--- src/common/dswbm_regs.svh ---
/*
  dswbm_regs.svh: addresses, field positions, vectors and sizes of the
  data space window and page mapper.
  Assumes: included by bare name; definitions only.
*/
`ifndef DSWBM_REGS_SVH
`define DSWBM_REGS_SVH

// ****************************************************************
// register addresses in data space
// ****************************************************************
`define DSWBM_WIN_BASE_ADDR 8'hC9
`define DSWBM_PAGE_SEL_ADDR 8'hE8

// ****************************************************************
// data space regions
// ****************************************************************
`define DSWBM_PAGE_HI       8'h3F
`define DSWBM_WIN_LO        8'h40
`define DSWBM_WIN_HI        8'h7F
`define DSWBM_GRAM_LO       8'h84
`define DSWBM_GRAM_HI       8'hBF
`define DSWBM_GRAM_BYTES    60
`define DSWBM_PAGE_BYTES    64
`define DSWBM_WIN_BITS      6

// ****************************************************************
// page select fields, reset values, vectors, widths
// ****************************************************************
`define DSWBM_SEL_RAM2      4
`define DSWBM_SEL_RAM1      3
`define DSWBM_SEL_NVM1      1
`define DSWBM_SEL_NVM0      0
`define DSWBM_SEL_USED      5'h1B
`define DSWBM_SEL_SMALL     5'h01
`define DSWBM_PC_W          12
`define DSWBM_STACK_DEPTH   6
`define DSWBM_PROG_AW       13
`define DSWBM_PROG_TOP      13'h1FFF
`define DSWBM_PROG_LAST     13'h0FFF
`define DSWBM_IRQ_VEC_BASE  12'hFF0
`define DSWBM_NMI_VEC       12'hFFC
`define DSWBM_RESET_VEC     12'hFFE
`define DSWBM_FILL          8'hFF
`define DSWBM_PC_RESET      12'h000

`endif

--- src/common/dswbm_pkg.sv ---
/*
  dswbm_pkg: types shared by the mapper files.
  Assumes: dswbm_regs.svh is reachable on the include path.
*/
`include "dswbm_regs.svh"
package dswbm_pkg;

  // ****************************************************************
  // one-hot route of a data space access
  // ****************************************************************
  typedef enum logic [5:0] {
    RT_NONE   = 6'h01,
    RT_WINDOW = 6'h02,
    RT_PRAM   = 6'h04,
    RT_NVM    = 6'h08,
    RT_GRAM   = 6'h10,
    RT_OTHER  = 6'h20
  } dswbm_route_type;

  // ****************************************************************
  // one-hot access sequencer states
  // ****************************************************************
  typedef enum logic [3:0] {
    ST_IDLE = 4'h1,
    ST_MEM  = 4'h2,
    ST_ROM  = 4'h4,
    ST_ROMW = 4'h8
  } dswbm_state_type;

  // core data space request, valid while rd or wr is high
  typedef struct packed {
    logic       rd;
    logic       wr;
    logic       bitop;
    logic [7:0] addr;
    logic [7:0] wdata;
  } dswbm_req_type;

  // core program flow controls, one-cycle pulses
  typedef struct packed {
    logic                    nmi;
    logic                    irq;
    logic [1:0]              irq_sel;
    logic                    ret;
    logic                    call;
    logic                    jump;
    logic                    inc;
    logic [`DSWBM_PC_W-1:0]  target;
  } dswbm_flow_type;

endpackage

--- src/verilog/dswbm_mapper.sv ---
/*
  dswbm_mapper: data space routing, program counter, stack and readout.
  Assumes: one clock; program memory answers a cycle after its strobe.
*/
// What this block does
// - Program counter addressing program space is twelve bits wide.
// - Six twelve-bit return-address levels for calls and interrupts.
// - Reads at 40h to 7Fh go to the program memory window.
// - Window address is base register above low six address bits.
// - One step of the base moves the window 64 bytes.
// - Base at C9h, write only; reads and bit operations meaningless.
// - Base register is not cleared by reset.
// - Base keeps its low six bits, top two ignored.
// - Window reaches 0000h to 0FFFh, bounded by implemented memory.
// - Page select at E8h, write only, no bit operations.
// - Bit 4 RAM page 2, bit 3 RAM page 1, bits 1,0 EEPROM pages.
// - Accesses at 00h to 3Fh go to the selected page, offset as bank zero.
// - Pages span 64 bytes; large variant more pages than small.
// - Page select is not cleared at initialisation.
// - Interrupts and calls leave page select untouched.
// - Sixty bytes of general RAM follow the index and short registers.
// - Vectors: interrupts 0FF0h-0FF7h, NMI 0FFCh, reset 0FFEh-0FFFh.
// - Readout protection blocks external reading of program memory.
`include "dswbm_regs.svh"
module dswbm_mapper
  import dswbm_pkg::*;
#(
  parameter logic                     LARGE_VARIANT = 1'b1,
  parameter logic [`DSWBM_PROG_AW-1:0] PROG_LAST    = `DSWBM_PROG_LAST
) (
  // clock and reset
  input  wire logic                     clk_in,
  input  wire logic                     reset_in,
  // core data space port
  input  wire dswbm_req_type            core_req_in,
  output logic                          core_ready_out,
  output logic                          core_ack_out,
  output logic      [7:0]               core_rdata_out,
  // core program flow port
  input  wire dswbm_flow_type           flow_in,
  output logic      [`DSWBM_PC_W-1:0]   pc_out,
  // program memory read port
  output logic                          prog_rd_out,
  output logic      [`DSWBM_PROG_AW-1:0] prog_addr_out,
  input  wire logic [7:0]               prog_data_in,
  // eeprom page port
  output logic                          nvm_rd_out,
  output logic                          nvm_wr_out,
  output logic                          nvm_page_out,
  output logic      [5:0]               nvm_addr_out,
  output logic      [7:0]               nvm_wdata_out,
  input  wire logic [7:0]               nvm_rdata_in,
  // rest of data space port
  output logic                          oth_rd_out,
  output logic                          oth_wr_out,
  output logic      [7:0]               oth_addr_out,
  output logic      [7:0]               oth_wdata_out,
  input  wire logic [7:0]               oth_rdata_in,
  // external readout port
  input  wire logic                     ext_rd_in,
  input  wire logic [`DSWBM_PROG_AW-1:0] ext_addr_in,
  input  wire logic                     protect_in,
  output logic                          ext_ack_out,
  output logic      [7:0]               ext_data_out,
  // status
  output logic                          page_conflict_out
);

  // ****************************************************************
  // declarations
  // ****************************************************************
  logic [`DSWBM_WIN_BITS-1:0]  win_base_r;
  logic [4:0]                  page_sel_r;
  dswbm_state_type             state_r;
  dswbm_route_type             route_r, dec_route;
  logic                        src_ext_r, ready_r;
  logic [`DSWBM_PC_W-1:0]      pc_r, stack_top;
  logic                        push, pop;
  logic [`DSWBM_PROG_AW-1:0]   win_addr;
  logic [4:0]                  page_used, page_avail;
  logic                        conflict, dec_page_hi;
  logic [7:0]                  gram_off, gram_q, pram_q, cap_data;
  logic                        cap, take_core, take_ext, core_rd, core_wr;
  logic                        ext_rd_s1_r, ext_rd_s2_r, ext_rd_s3_r;
  logic [`DSWBM_PROG_AW-1:0]   ext_addr_s1_r, ext_addr_s2_r;
  logic                        ext_pend_r, ext_blocked;

  // ****************************************************************
  // write-only mapping registers
  // ****************************************************************
  // no reset on purpose: software must load both before use
  always_ff @(posedge clk_in) begin
    if (take_core && core_wr && !core_req_in.bitop) begin
      if (core_req_in.addr == `DSWBM_WIN_BASE_ADDR) begin
        win_base_r <= core_req_in.wdata[`DSWBM_WIN_BITS-1:0];
      end else if (core_req_in.addr == `DSWBM_PAGE_SEL_ADDR) begin
        page_sel_r <= core_req_in.wdata[4:0] & `DSWBM_SEL_USED;
      end
    end
  end

  // ****************************************************************
  // address decode
  // ****************************************************************
  // base above the six low address bits; one base step is 64 bytes
  assign win_addr = {1'b0, win_base_r, core_req_in.addr[5:0]};
  assign page_used = page_sel_r & `DSWBM_SEL_USED;
  assign page_avail = LARGE_VARIANT ? `DSWBM_SEL_USED : `DSWBM_SEL_SMALL;
  // several bits set would enable pages in parallel; we select none
  assign conflict = |(page_used & (page_used - 5'h01));
  assign gram_off = core_req_in.addr - `DSWBM_GRAM_LO;
  assign core_rd = core_req_in.rd;
  assign core_wr = core_req_in.wr;

  // region priority follows the data space map
  always_comb begin
    dec_route = RT_OTHER;
    dec_page_hi = 1'b0;
    if (core_req_in.addr <= `DSWBM_PAGE_HI) begin
      if (conflict || !(|(page_used & page_avail))) begin
        dec_route = RT_NONE;
      end else if (page_used[`DSWBM_SEL_RAM2] && page_avail[`DSWBM_SEL_RAM2]) begin
        dec_route = RT_PRAM;
        dec_page_hi = 1'b1;
      end else if (page_used[`DSWBM_SEL_RAM1] && page_avail[`DSWBM_SEL_RAM1]) begin
        dec_route = RT_PRAM;
      end else if (page_used[`DSWBM_SEL_NVM1] && page_avail[`DSWBM_SEL_NVM1]) begin
        dec_route = RT_NVM;
        dec_page_hi = 1'b1;
      end else begin
        dec_route = RT_NVM;
      end
    end else if (core_req_in.addr >= `DSWBM_WIN_LO &&
                 core_req_in.addr <= `DSWBM_WIN_HI) begin
      if (core_wr || win_addr > PROG_LAST || win_addr > `DSWBM_PROG_TOP) begin
        dec_route = RT_NONE;
      end else begin
        dec_route = RT_WINDOW;
      end
    end else if (core_req_in.addr >= `DSWBM_GRAM_LO &&
                 core_req_in.addr <= `DSWBM_GRAM_HI) begin
      dec_route = RT_GRAM;
    end else if (core_req_in.addr == `DSWBM_WIN_BASE_ADDR ||
                 core_req_in.addr == `DSWBM_PAGE_SEL_ADDR) begin
      dec_route = RT_NONE;
    end
  end

  // ****************************************************************
  // local memories
  // ****************************************************************
  // both switchable RAM pages share one array, bit 6 picks the page
  dswbm_mem #(
    .DEPTH (2 * `DSWBM_PAGE_BYTES),
    .AW    (7)
  ) u_page_ram (
    .clk_in    (clk_in),
    .wr_in     (take_core && core_wr && dec_route == RT_PRAM),
    .rd_in     (take_core && core_rd && dec_route == RT_PRAM),
    .addr_in   ({dec_page_hi, core_req_in.addr[5:0]}),
    .wdata_in  (core_req_in.wdata),
    .rdata_out (pram_q)
  );

  // general RAM between the short registers and the ports
  dswbm_mem #(
    .DEPTH (`DSWBM_GRAM_BYTES),
    .AW    (6)
  ) u_gen_ram (
    .clk_in    (clk_in),
    .wr_in     (take_core && core_wr && dec_route == RT_GRAM),
    .rd_in     (take_core && core_rd && dec_route == RT_GRAM),
    .addr_in   (gram_off[5:0]),
    .wdata_in  (core_req_in.wdata),
    .rdata_out (gram_q)
  );

  // ****************************************************************
  // external readout request
  // ****************************************************************
  // pin inputs pass two flops; the third only feeds edge detection
  always_ff @(posedge clk_in) begin
    if (reset_in) begin
      {ext_rd_s1_r, ext_rd_s2_r, ext_rd_s3_r} <= 3'b000;
    end else begin
      {ext_rd_s1_r, ext_rd_s2_r, ext_rd_s3_r} <= {ext_rd_in, ext_rd_s1_r, ext_rd_s2_r};
    end
  end

  // address must be stable while the request is held
  always_ff @(posedge clk_in) begin
    ext_addr_s1_r <= ext_addr_in;
    ext_addr_s2_r <= ext_addr_s1_r;
  end

  // a new edge in the cycle of service wins over the clear
  always_ff @(posedge clk_in) begin
    if (reset_in) begin
      ext_pend_r <= 1'b0;
    end else if (ext_rd_s2_r && !ext_rd_s3_r) begin
      ext_pend_r <= 1'b1;
    end else if (take_ext) begin
      ext_pend_r <= 1'b0;
    end
  end

  assign ext_blocked = protect_in || ext_addr_s2_r > PROG_LAST;

  // ****************************************************************
  // access sequencer
  // ****************************************************************
  // core has priority; readout only fills idle cycles
  assign take_core = state_r == ST_IDLE && (core_rd || core_wr);
  assign take_ext = state_r == ST_IDLE && !(core_rd || core_wr) && ext_pend_r;

  always_ff @(posedge clk_in) begin
    if (reset_in) begin
      state_r <= ST_IDLE;
      route_r <= RT_NONE;
      src_ext_r <= 1'b0;
      ready_r <= 1'b1;
      prog_rd_out <= 1'b0;
      prog_addr_out <= 13'h0000;
      {nvm_rd_out, nvm_wr_out, oth_rd_out, oth_wr_out} <= 4'h0;
    end else begin
      case (state_r)
        ST_IDLE: begin
          if (take_core) begin
            route_r <= dec_route;
            src_ext_r <= 1'b0;
            ready_r <= 1'b0;
            nvm_rd_out <= core_rd && dec_route == RT_NVM;
            nvm_wr_out <= core_wr && dec_route == RT_NVM;
            oth_rd_out <= core_rd && dec_route == RT_OTHER;
            oth_wr_out <= core_wr && dec_route == RT_OTHER;
            if (core_rd && dec_route == RT_WINDOW) begin
              prog_rd_out <= 1'b1;
              prog_addr_out <= win_addr;
              state_r <= ST_ROM;
            end else begin
              state_r <= ST_MEM;
            end
          end else if (take_ext) begin
            src_ext_r <= 1'b1;
            ready_r <= 1'b0;
            if (ext_blocked) begin
              route_r <= RT_NONE;
              state_r <= ST_MEM;
            end else begin
              route_r <= RT_WINDOW;
              prog_rd_out <= 1'b1;
              prog_addr_out <= ext_addr_s2_r;
              state_r <= ST_ROM;
            end
          end
        end
        ST_MEM: begin
          {nvm_rd_out, nvm_wr_out, oth_rd_out, oth_wr_out} <= 4'h0;
          ready_r <= 1'b1;
          state_r <= ST_IDLE;
        end
        ST_ROM: begin
          prog_rd_out <= 1'b0;
          state_r <= ST_ROMW;
        end
        ST_ROMW: begin
          ready_r <= 1'b1;
          state_r <= ST_IDLE;
        end
        default: begin
          state_r <= ST_IDLE;
        end
      endcase
    end
  end

  // address and data held with the strobes
  always_ff @(posedge clk_in) begin
    if (reset_in) begin
      {nvm_page_out, nvm_addr_out, nvm_wdata_out} <= 15'h0000;
      {oth_addr_out, oth_wdata_out} <= 16'h0000;
    end else if (take_core) begin
      nvm_page_out <= dec_page_hi;
      nvm_addr_out <= core_req_in.addr[5:0];
      nvm_wdata_out <= core_req_in.wdata;
      oth_addr_out <= core_req_in.addr;
      oth_wdata_out <= core_req_in.wdata;
    end
  end

  // ****************************************************************
  // answers
  // ****************************************************************
  // unselected or write-only places read as the fill value
  always_comb begin
    cap = state_r == ST_MEM || state_r == ST_ROMW;
    cap_data = `DSWBM_FILL;
    if (state_r == ST_ROMW) begin
      cap_data = prog_data_in;
    end else if (route_r == RT_GRAM) begin
      cap_data = gram_q;
    end else if (route_r == RT_PRAM) begin
      cap_data = pram_q;
    end else if (route_r == RT_NVM) begin
      cap_data = nvm_rdata_in;
    end else if (route_r == RT_OTHER) begin
      cap_data = oth_rdata_in;
    end
  end

  always_ff @(posedge clk_in) begin
    if (reset_in) begin
      core_ack_out <= 1'b0;
      core_rdata_out <= 8'h00;
      ext_ack_out <= 1'b0;
      ext_data_out <= 8'h00;
      page_conflict_out <= 1'b0;
    end else begin
      core_ack_out <= cap && !src_ext_r;
      ext_ack_out <= cap && src_ext_r;
      page_conflict_out <= conflict;
      if (cap && !src_ext_r) begin
        core_rdata_out <= cap_data;
      end
      if (cap && src_ext_r) begin
        ext_data_out <= cap_data;
      end
    end
  end

  assign core_ready_out = ready_r;

  // ****************************************************************
  // program counter and return stack
  // ****************************************************************
  // entries push the address the core has already advanced to
  assign push = flow_in.nmi || flow_in.irq || flow_in.call;
  assign pop = !push && flow_in.ret;

  dswbm_stack u_stack (
    .clk_in       (clk_in),
    .reset_in     (reset_in),
    .push_in      (push),
    .pop_in       (pop),
    .push_data_in (pc_r),
    .top_out      (stack_top)
  );

  // mapping registers are not touched by any flow event
  always_ff @(posedge clk_in) begin
    if (reset_in) begin
      pc_r <= `DSWBM_RESET_VEC;
    end else if (flow_in.nmi) begin
      pc_r <= `DSWBM_NMI_VEC;
    end else if (flow_in.irq) begin
      pc_r <= `DSWBM_IRQ_VEC_BASE + {9'h000, flow_in.irq_sel, 1'b0};
    end else if (pop) begin
      pc_r <= stack_top;
    end else if (flow_in.call || flow_in.jump) begin
      pc_r <= flow_in.target;
    end else if (flow_in.inc) begin
      pc_r <= pc_r + 12'h001;  // wraps within twelve bits
    end
  end

  assign pc_out = pc_r;

endmodule

--- src/verilog/dswbm_mem.sv ---
/*
  dswbm_mem: small single-port byte memory with registered read data.
  Assumes: one clock; read and write never requested together.
*/
module dswbm_mem #(
  parameter int DEPTH = 64,
  parameter int AW    = 6
) (
  // clock
  input  wire logic          clk_in,
  // access port
  input  wire logic          wr_in,
  input  wire logic          rd_in,
  input  wire logic [AW-1:0] addr_in,
  input  wire logic [7:0]    wdata_in,
  output logic      [7:0]    rdata_out
);

  logic [7:0] mem_r [DEPTH];

  // contents carry no reset, like any RAM cell
  always_ff @(posedge clk_in) begin
    if (wr_in) begin
      mem_r[addr_in] <= wdata_in;
    end
  end

  // read data from a register, one cycle after the strobe
  always_ff @(posedge clk_in) begin
    if (rd_in) begin
      rdata_out <= mem_r[addr_in];
    end
  end

endmodule

--- src/verilog/dswbm_stack.sv ---
/*
  dswbm_stack: six-level return-address stack of 12-bit entries.
  Assumes: push and pop are never pulsed in the same cycle.
*/
`include "dswbm_regs.svh"
module dswbm_stack (
  // clock and reset
  input  wire logic                   clk_in,
  input  wire logic                   reset_in,
  // stack port
  input  wire logic                   push_in,
  input  wire logic                   pop_in,
  input  wire logic [`DSWBM_PC_W-1:0] push_data_in,
  output logic      [`DSWBM_PC_W-1:0] top_out
);

  logic [`DSWBM_PC_W-1:0] lvl_r [`DSWBM_STACK_DEPTH];

  // shift stack: a seventh push drops the oldest level
  always_ff @(posedge clk_in) begin
    if (reset_in) begin
      for (int i = 0; i < `DSWBM_STACK_DEPTH; i++) begin
        lvl_r[i] <= `DSWBM_PC_RESET;
      end
    end else if (push_in) begin
      lvl_r[0] <= push_data_in;
      for (int i = 1; i < `DSWBM_STACK_DEPTH; i++) begin
        lvl_r[i] <= lvl_r[i-1];
      end
    end else if (pop_in) begin
      for (int i = 0; i < `DSWBM_STACK_DEPTH - 1; i++) begin
        lvl_r[i] <= lvl_r[i+1];
      end
    end
  end

  assign top_out = lvl_r[0];

endmodule
--- config.mk ---
export PLATFORM = sky130hd
export DESIGN_NAME = dswbm_mapper
export DESIGN_NICKNAME = d
export VERILOG_FILES = /design/src/common/dswbm_pkg.sv /design/src/verilog/dswbm_mapper.sv /design/src/verilog/dswbm_mem.sv /design/src/verilog/dswbm_stack.sv
export VERILOG_INCLUDE_DIRS = /design/src /design/src/common
export SDC_FILE = /design/constraint.sdc
export NUM_CORES = 2
export LEC_CHECK = 0
export BUFFER_PORTS_ARGS = -buffer_cell sky130_fd_sc_hd__buf_2
export CAP_MARGIN = 20
export CORE_MARGIN = 1.5
export CORE_UTILIZATION = 65
export CTS_BUF_LIST = sky130_fd_sc_hd__clkbuf_8
export CTS_CLUSTER_DIAMETER = 120
export DETAILED_ROUTE_END_ITERATION = 8
export PLACE_DENSITY = 0.81
export SLEW_MARGIN = 40
export SYNTH_ARGS = -nofsm -noshare
export SYNTH_HDL_FRONTEND = slang
export SYNTH_SLANG_ARGS = --single-unit
--- constraint.sdc ---
create_clock -name clk_in -period 10.75 [get_ports clk_in]
set_clock_uncertainty 0.15 [all_clocks]
set_input_delay 2.15 -clock clk_in [delete_from_list [all_inputs] [get_ports clk_in]]
set_output_delay 2.15 -clock clk_in [all_outputs]
set_load 0.01 [all_outputs]
# After elaboration in Yosys (flattened, before gate mapping)
# Memory sizes are Yosys's and may differ from the RTL's. A register that Yosys moved wholly into a read port is not among the register bits.
# Cells that the tools add are included.
# W data, S select, Z words.
dict set report classes {
  n_eq_ne 21
  add_sub_neg 4
  n_lt_le_gt_ge 8
  n_bitwise 13
  reduce_logical 55
  n_mux 78
}
# operator n
set op_table {}
lappend op_table {{$mux W12} 15}
lappend op_table {{$mux W13} 4}
lappend op_table {{$mux W8} 5}
lappend op_table {{$mux W6} 6}
lappend op_table {{$mux W1} 31}
lappend op_table {{$logic_and A1 B1 Y1} 21}
lappend op_table {{$mux W4} 5}
lappend op_table {{$eq A8 B8 Y1 const B} 2}
lappend op_table {{$gt A12 B13 Y1 const B} 1}
lappend op_table {{$gt A13 B12 Y1 const B} 1}
lappend op_table {{$add A12 B1 Y12 const B} 1}
lappend op_table {{$eq A6 B3 Y1 const B} 2}
lappend op_table {{$eq A6 B4 Y1 const B} 2}
lappend op_table {{$eq A6 B5 Y1 const B} 2}
lappend op_table {{$eq A6 B6 Y1 const B} 2}
lappend op_table {{$gt A12 B12 Y1 const B} 1}
lappend op_table {{$pmux W1 S2} 6}
lappend op_table {{$or A1 B1 Y1} 11}
lappend op_table {{$logic_or A1 B1 Y1} 10}
lappend op_table {{$reduce_bool A2 Y1} 5}
lappend op_table {{$ge A8 B7 Y1 const B} 1}
lappend op_table {{$ge A8 B8 Y1 const B} 1}
lappend op_table {{$le A8 B6 Y1 const B} 1}
lappend op_table {{$le A8 B7 Y1 const B} 1}
lappend op_table {{27 further kinds} 42}
dict set report word_totals {
  n_memories 3
  ff_bits 124
  mem_bits_rw 1576
  elab_cells 211
}
# memory depth width rd rd_ports_with_merged_regs wr line
set mem_list {}
lappend mem_list {u_page_ram.mem_r 128 8 1 1 1 dswbm_mem.sv:19} ;# logic [7:0] mem_r [DEPTH];
lappend mem_list {u_gen_ram.mem_r 60 8 1 1 1 dswbm_mem.sv:19}
lappend mem_list {u_stack.lvl_r 6 12 6 0 6 dswbm_stack.sv:17} ;# logic [`DSWBM_PC_W-1:0] lvl_r [`DSWBM_STACK_DEPTH];

# Depth between registers and ports, before layout
dict set report logic_depth {
  ltp_word 11
  mapped_depth 15
}

# Hierarchy
# A second synthesis with hierarchy kept.
dict set report hier_totals {
  cells_unflattened 4480
  area_unflattened_um2 68320.5
}
# mod n_inst cells_each area_per_inst_um2
set modules_own_cells {}
lappend modules_own_cells {{dswbm_mem at u_page_ram} 1 2475 40513.9}
lappend modules_own_cells {{dswbm_mem at u_gen_ram} 1 1118 18945.7}
lappend modules_own_cells {dswbm_mapper 1 590 5372.7}
lappend modules_own_cells {dswbm_stack 1 297 3488.3}

# Worst setup path after synthesis
# OpenSTA, ideal clock, no wires.
dict set report synth_timing {
  kind {input -> register}
  start {input port core_req_in[10] (netlist bit)}
  end {memory u_gen_ram.mem_r[40][0] (enable)}
  setup_slack_ns 5.197
  required_ns 10.230
  setup_time_ns 0.370
  path_stages 14
  arrival_time_ns 5.032
  n_path_buf 7
  path_cell_list {buf_2 -> buf_2 -> inv_1 -> buf_4 -> buf_2 -> clkbuf_1 -> ha_1 -> clkbuf_1 -> or2_2 -> o21ai_0 -> a21oi_1 -> or2_2 -> clkbuf_1 -> nor2_1}
}
dict set report synth_between {
  elab_chain_cells 10
}
# item line
set synth_rtl {}
lappend synth_rtl {{start: declaration} dswbm_mapper.sv:35} ;# input wire dswbm_req_type core_req_in,
lappend synth_rtl {{$gt A12 B12 Y1 / $eq A8 B8 Y1 (equally long branches)} n/a}
lappend synth_rtl {{$logic_or A1 B1 Y1 (on tied branches)} n/a}
lappend synth_rtl {{$logic_or A1 B1 Y1 (no line) / $mux W6 (equally long branches)} n/a}
lappend synth_rtl {{$mux W2 / $mux W6 (equally long branches)} {dswbm_mapper.sv:135, dswbm_mapper.sv:140}}
lappend synth_rtl {{$mux W6} dswbm_mapper.sv:133} ;# end else if (core_req_in.addr >= `DSWBM_WIN_LO &&
lappend synth_rtl {{$mux W6} dswbm_mapper.sv:119} ;# if (core_req_in.addr <= `DSWBM_PAGE_HI) begin
lappend synth_rtl {{$eq A6 B5 Y1} dswbm_mapper.sv:171} ;# .wr_in (take_core && core_wr && dec_route == RT_GRAM),
lappend synth_rtl {{$logic_and A1 B1 Y1} dswbm_mapper.sv:171}
lappend synth_rtl {{$mux W1} dswbm_mem.sv:23} ;# if (wr_in) begin
lappend synth_rtl {{$mux W1 (implied by the code)} dswbm_mem.sv:24} ;# mem_r[addr_in] <= wdata_in;
lappend synth_rtl {{end: declaration} dswbm_mem.sv:19}
# Parallel ways exist; a longest one is shown, timed or not.

# Final worst setup path
dict set report layout_timing {
  start {input port core_req_in[11] (netlist bit)}
  end {memory u_gen_ram.mem_r[23][1] (enable)}
}
# Same word-level chain as after synthesis.

==> run metrics <==
layout cell share with drive strength beyond 1=0.2442; final hold violation count=0; first-pass GRT wire length=234300 microns; Startpoint Class=input pin; Fill cells=~5500; deepest clock path buffer count=4; Switching Share=0.2278; num rows=117; Post-CTS Resized=0; Final Cycle Share=0.5225; input/output buffers=160; Netlist cell types=81; Post-Synthesis Cells=approximately 3500; Clk network pwr share=0.378; IO Pins=approximately 160; dpl hpwl=96440 microns; maximum VDD drop=0.0001081 V; post-CTS setup buffers=0; Worst Hold Path Cells=0; main combinational cell family by area after synthesis=multiplexers; Critical-path top delay cell=nor2_1; reg2reg setup slack=7030 ps; sw power=3.006 mW; Placer Congestion=0.8811; Pwr per Cell Area=179.2 mW/mm^2; placed insts=about 4800; Final setup viols=0; worst slack, placed=4267 ps; syn_area_per_cell=19.21 sq um; met1 wire length=59870 microns; clock slew at reported path FFs=~50 ps; critical path peak fanout=30; chip height=323.3 microns; #FFs+latches synth=between 1500 and 2000; total CTS buffers=277; synth top area cells=edfxtp_1 (72%), mux4_2 (12%), dfxtp_1 (3.2%), nor2_1 (1.6%), mux2i_1 (1.6%); TNS Setup=0 ps; fin nets=between 3000 and 4000; P_leak=approximately 24 nW; drt wl/cell=30.22 microns; launch point of the worst reg-to-reg path=state_r[0]; Yosys Warn Count=0; largest net degree at the start of global routing=around 120; Die W=~320 microns; area leader, netlist=edfxtp_1; Synth Area in XOR/XNOR=0.001970; Hold Path Origin=ext_addr_s1_r[1]; delay of the slowest critical-path stage=850 ps; Antenna Nets Post-Route=0; multi-input logic area=0.01536 sq mm; total number of vias=36450; EDFF count, synth=around 1600; Required @ worst endpoint=11090 ps; post-synth top area share=0.7213; insertion delay to the later sink of the worst-skew pair=940 ps; status=finished, final reports clean; R2R cell count=6; end of the worst hold path=ext_addr_s2_r[1]; die area=0.1045 sq mm; Tmin final=roughly 5600 ps; Max Freq=178.0 MHz; Mapped Nets=3556; max-cap violation count=0; DRT Wirelength=160500 microns; hold crit path type=flip-flop to flip-flop; Remaining Overflow, GRT=0; Hold-fix buffers, CTS=0; Setup WS post-layout=5134 ps; metal3 WL=20680 microns; drt pass-1 iters=6; Max-slew headroom=0.3752; Max H-tree Level=5; met2 WL post-DR=74020 microns; FF/Latch Area=0.05027 sq mm; starting density of the core=0.6555; Post-Synth Adder-Cell Area=0.0009005; clock sink count=1710; crit path cell chain=buf_2 -> buf_4 -> clkinv_1 -> ha_1 -> nand2b_1 -> o31a_1 -> and3_1 -> nand3_1 -> nor2_1; GRT Total Usage=0.3114; Area growth, synth to finish=10.42%; CP Capture Type=flip-flop; Worst Max-Slew Pin Slew=934.9 ps; post-synthesis simple-gate area fraction=0.04427; CTS tree=done; Synth Cell Area=0.06669 sq mm; async set or reset register ratio after synthesis=0; Vias/cell=6.860; initial antenna violation count=4; max-slew violation count=0; Top FF cell, synth=edfxtp_1; Core Box Area=a little over 0.1 sq mm; post-synthesis mux area share=0.1403; Gate power share=0.063; DR DRC count=0; Worst Path Arrival=5960 ps; Seq pwr share=0.559; clk root buf=clkbuf_8; Compound-Gate Fraction of Synth Area=0.04099; CP Class=input pin to flip-flop; Initial DRC Count=around 5600; non-filler cells, final=5313; sequential area share after synthesis=0.7537; vias in the first global route=between 30000 and 40000; r2r endpoint=u_gen_ram.mem_r[23][1]; RSZ-0062 raised after global routing=no; Top Metal Used=met5; internal power=about 10 mW
[sequential cells by signal, indices dropped and copies added (netlist names), 4 cells and up]
signal,cells
core_rdata_out,8
ext_addr_s1_r,13
ext_addr_s2_r,13
ext_data_out,8
nvm_addr_out,5
oth_wdata_out,8
page_sel_r,4
pc_out,12
prog_addr_out,13
route_r,6
state_r,4
u_gen_ram.mem_r,480
u_gen_ram.rdata_out,8
u_page_ram.mem_r,1024
u_page_ram.rdata_out,8
u_stack.lvl_r,72
win_base_r,6
[area by class of cell]
cell class / instances / share of cell area
antenna: 5 / 0.0001699
clock buffer: 284 / 0.05308
clock inverter: 177 / 0.01183
inverter: 12 / 0.0006456
multi-input combinational: 1541 / 0.2086
sequential: 1710 / 0.6826
tap: 1368 / 0.02324
timing repair buffer: 216 / 0.01984
[layer usage]
layer  vias to the layer above  global-route usage
met5                         -            0.001852
met4                         8              0.1298
met3                       404             0.08383
met2                      2834              0.4621
met1                     18490              0.4450
li1                      14710                   -
[stage by stage]
stage	total power, mW	utilization	hold slack [ps]	area (sq um)
6_report	13.20	0.7238	175.8	73640
5_1_grt	13.57	0.7237	179.0	73630
4_1_cts	13.21	0.7222	179.1	73480
3_5_place_dp	8.324	0.6752	165.7	68700
3_3_place_gp	8.299	0.6741	162.1	68580
2_1_floorplan	7.997	-	159.6	66690
[cell usage in the layout (no fill, tap or decap), types with 13 or more instances in the layout]
| cell | instances |
|---|---|
| clkinv_1 | 48 |
| buf_2 | 149 |
| nand2_1 | 188 |
| o22ai_1 | 35 |
| buf_6 | 16 |
| edfxtp_1 | 1602 |
| dfxtp_1 | 108 |
| inv_1 | 105 |
| mux4_2 | 359 |
| and2_1 | 22 |
| a22oi_1 | 50 |
| nor3_1 | 33 |
| buf_4 | 38 |
| o21ai_0 | 20 |
| nand3_1 | 34 |
| a221oi_1 | 20 |
| a21oi_1 | 82 |
| nand2b_1 | 13 |
| nor2_1 | 278 |
| clkbuf_8 | 286 |
| clkinv_2 | 17 |
| o221ai_1 | 13 |
| mux2i_1 | 108 |
| nor2_2 | 14 |
| mux2_2 | 17 |
| a22o_1 | 70 |
[Yosys cell counts (all sizes together) (6+ instances only)]
cell	instances
nor2b	14
or2	8
nor4	12
a22o	70
xor2	6
nand3	38
mux4	359
o211ai	9
mux2i	108
o22ai	35
inv	10
o221ai	13
a31oi	9
edfxtp	1602
buf	136
o21ai	21
o22a	7
mux2	17
o31ai	9
and3	8
a311oi	6
a21oi	83
nor3	34
a221oi	20
nand2b	14
clkbuf	73
a211oi	9
a22oi	50
dfxtp	108
a2111oi	6
xnor2	9
nand2	188
nor2	296
and2	22
[worst max-delay path, delay by kind of cell]
kind | cells | cell delay, ps
AO/OA/AOI/OAI | 1 | 210
adder cells (fa/ha/maj) | 1 | 480
buffers and inverters | 3 | 1100
AND/OR/NAND/NOR | 4 | 1930
[power groups by stage]
stage                     Clock (mW)  Combinational (mW)  Sequential, mW
after floorplan                    0               0.480            7.52
after global placement             0               0.785            7.51
after detailed placement           0               0.806            7.52
after CTS                       5.02               0.811            7.38
after global routing            5.32               0.870            7.38
final                           4.99               0.825            7.38
[how the worst max path moves through the flow]
stage                     cells after the start  slack [ps]       startpoint                 endpoint
after floorplan                              14        5200  core_req_in[10]   u_gen_ram.mem_r[40][0]
after global placement                        5        4250   core_req_in[8]  u_page_ram.mem_r[83][7]
after detailed placement                      5        4270   core_req_in[8]   u_gen_ram.mem_r[23][5]
after CTS                                     5        5230   core_req_in[8]   u_gen_ram.mem_r[23][5]
after global routing                          5        5110   core_req_in[8]   u_gen_ram.mem_r[43][4]
final                                         9        5130  core_req_in[11]   u_gen_ram.mem_r[23][1]
[cell families (layout without fill, tap and decap cells)]
kind of cell               after synthesis  count (layout)
xor gates and xnor gates                15              15
adders and majority gates                5               5
DFF                                   1710            1710
and+or+nand+nor                        662             662
buffers and inverters                  221             689
muxes                                  484             484
other                                    0               5
AOI/OAI and AO/OA                      375             375
Power figures use the tool's default switching activity.
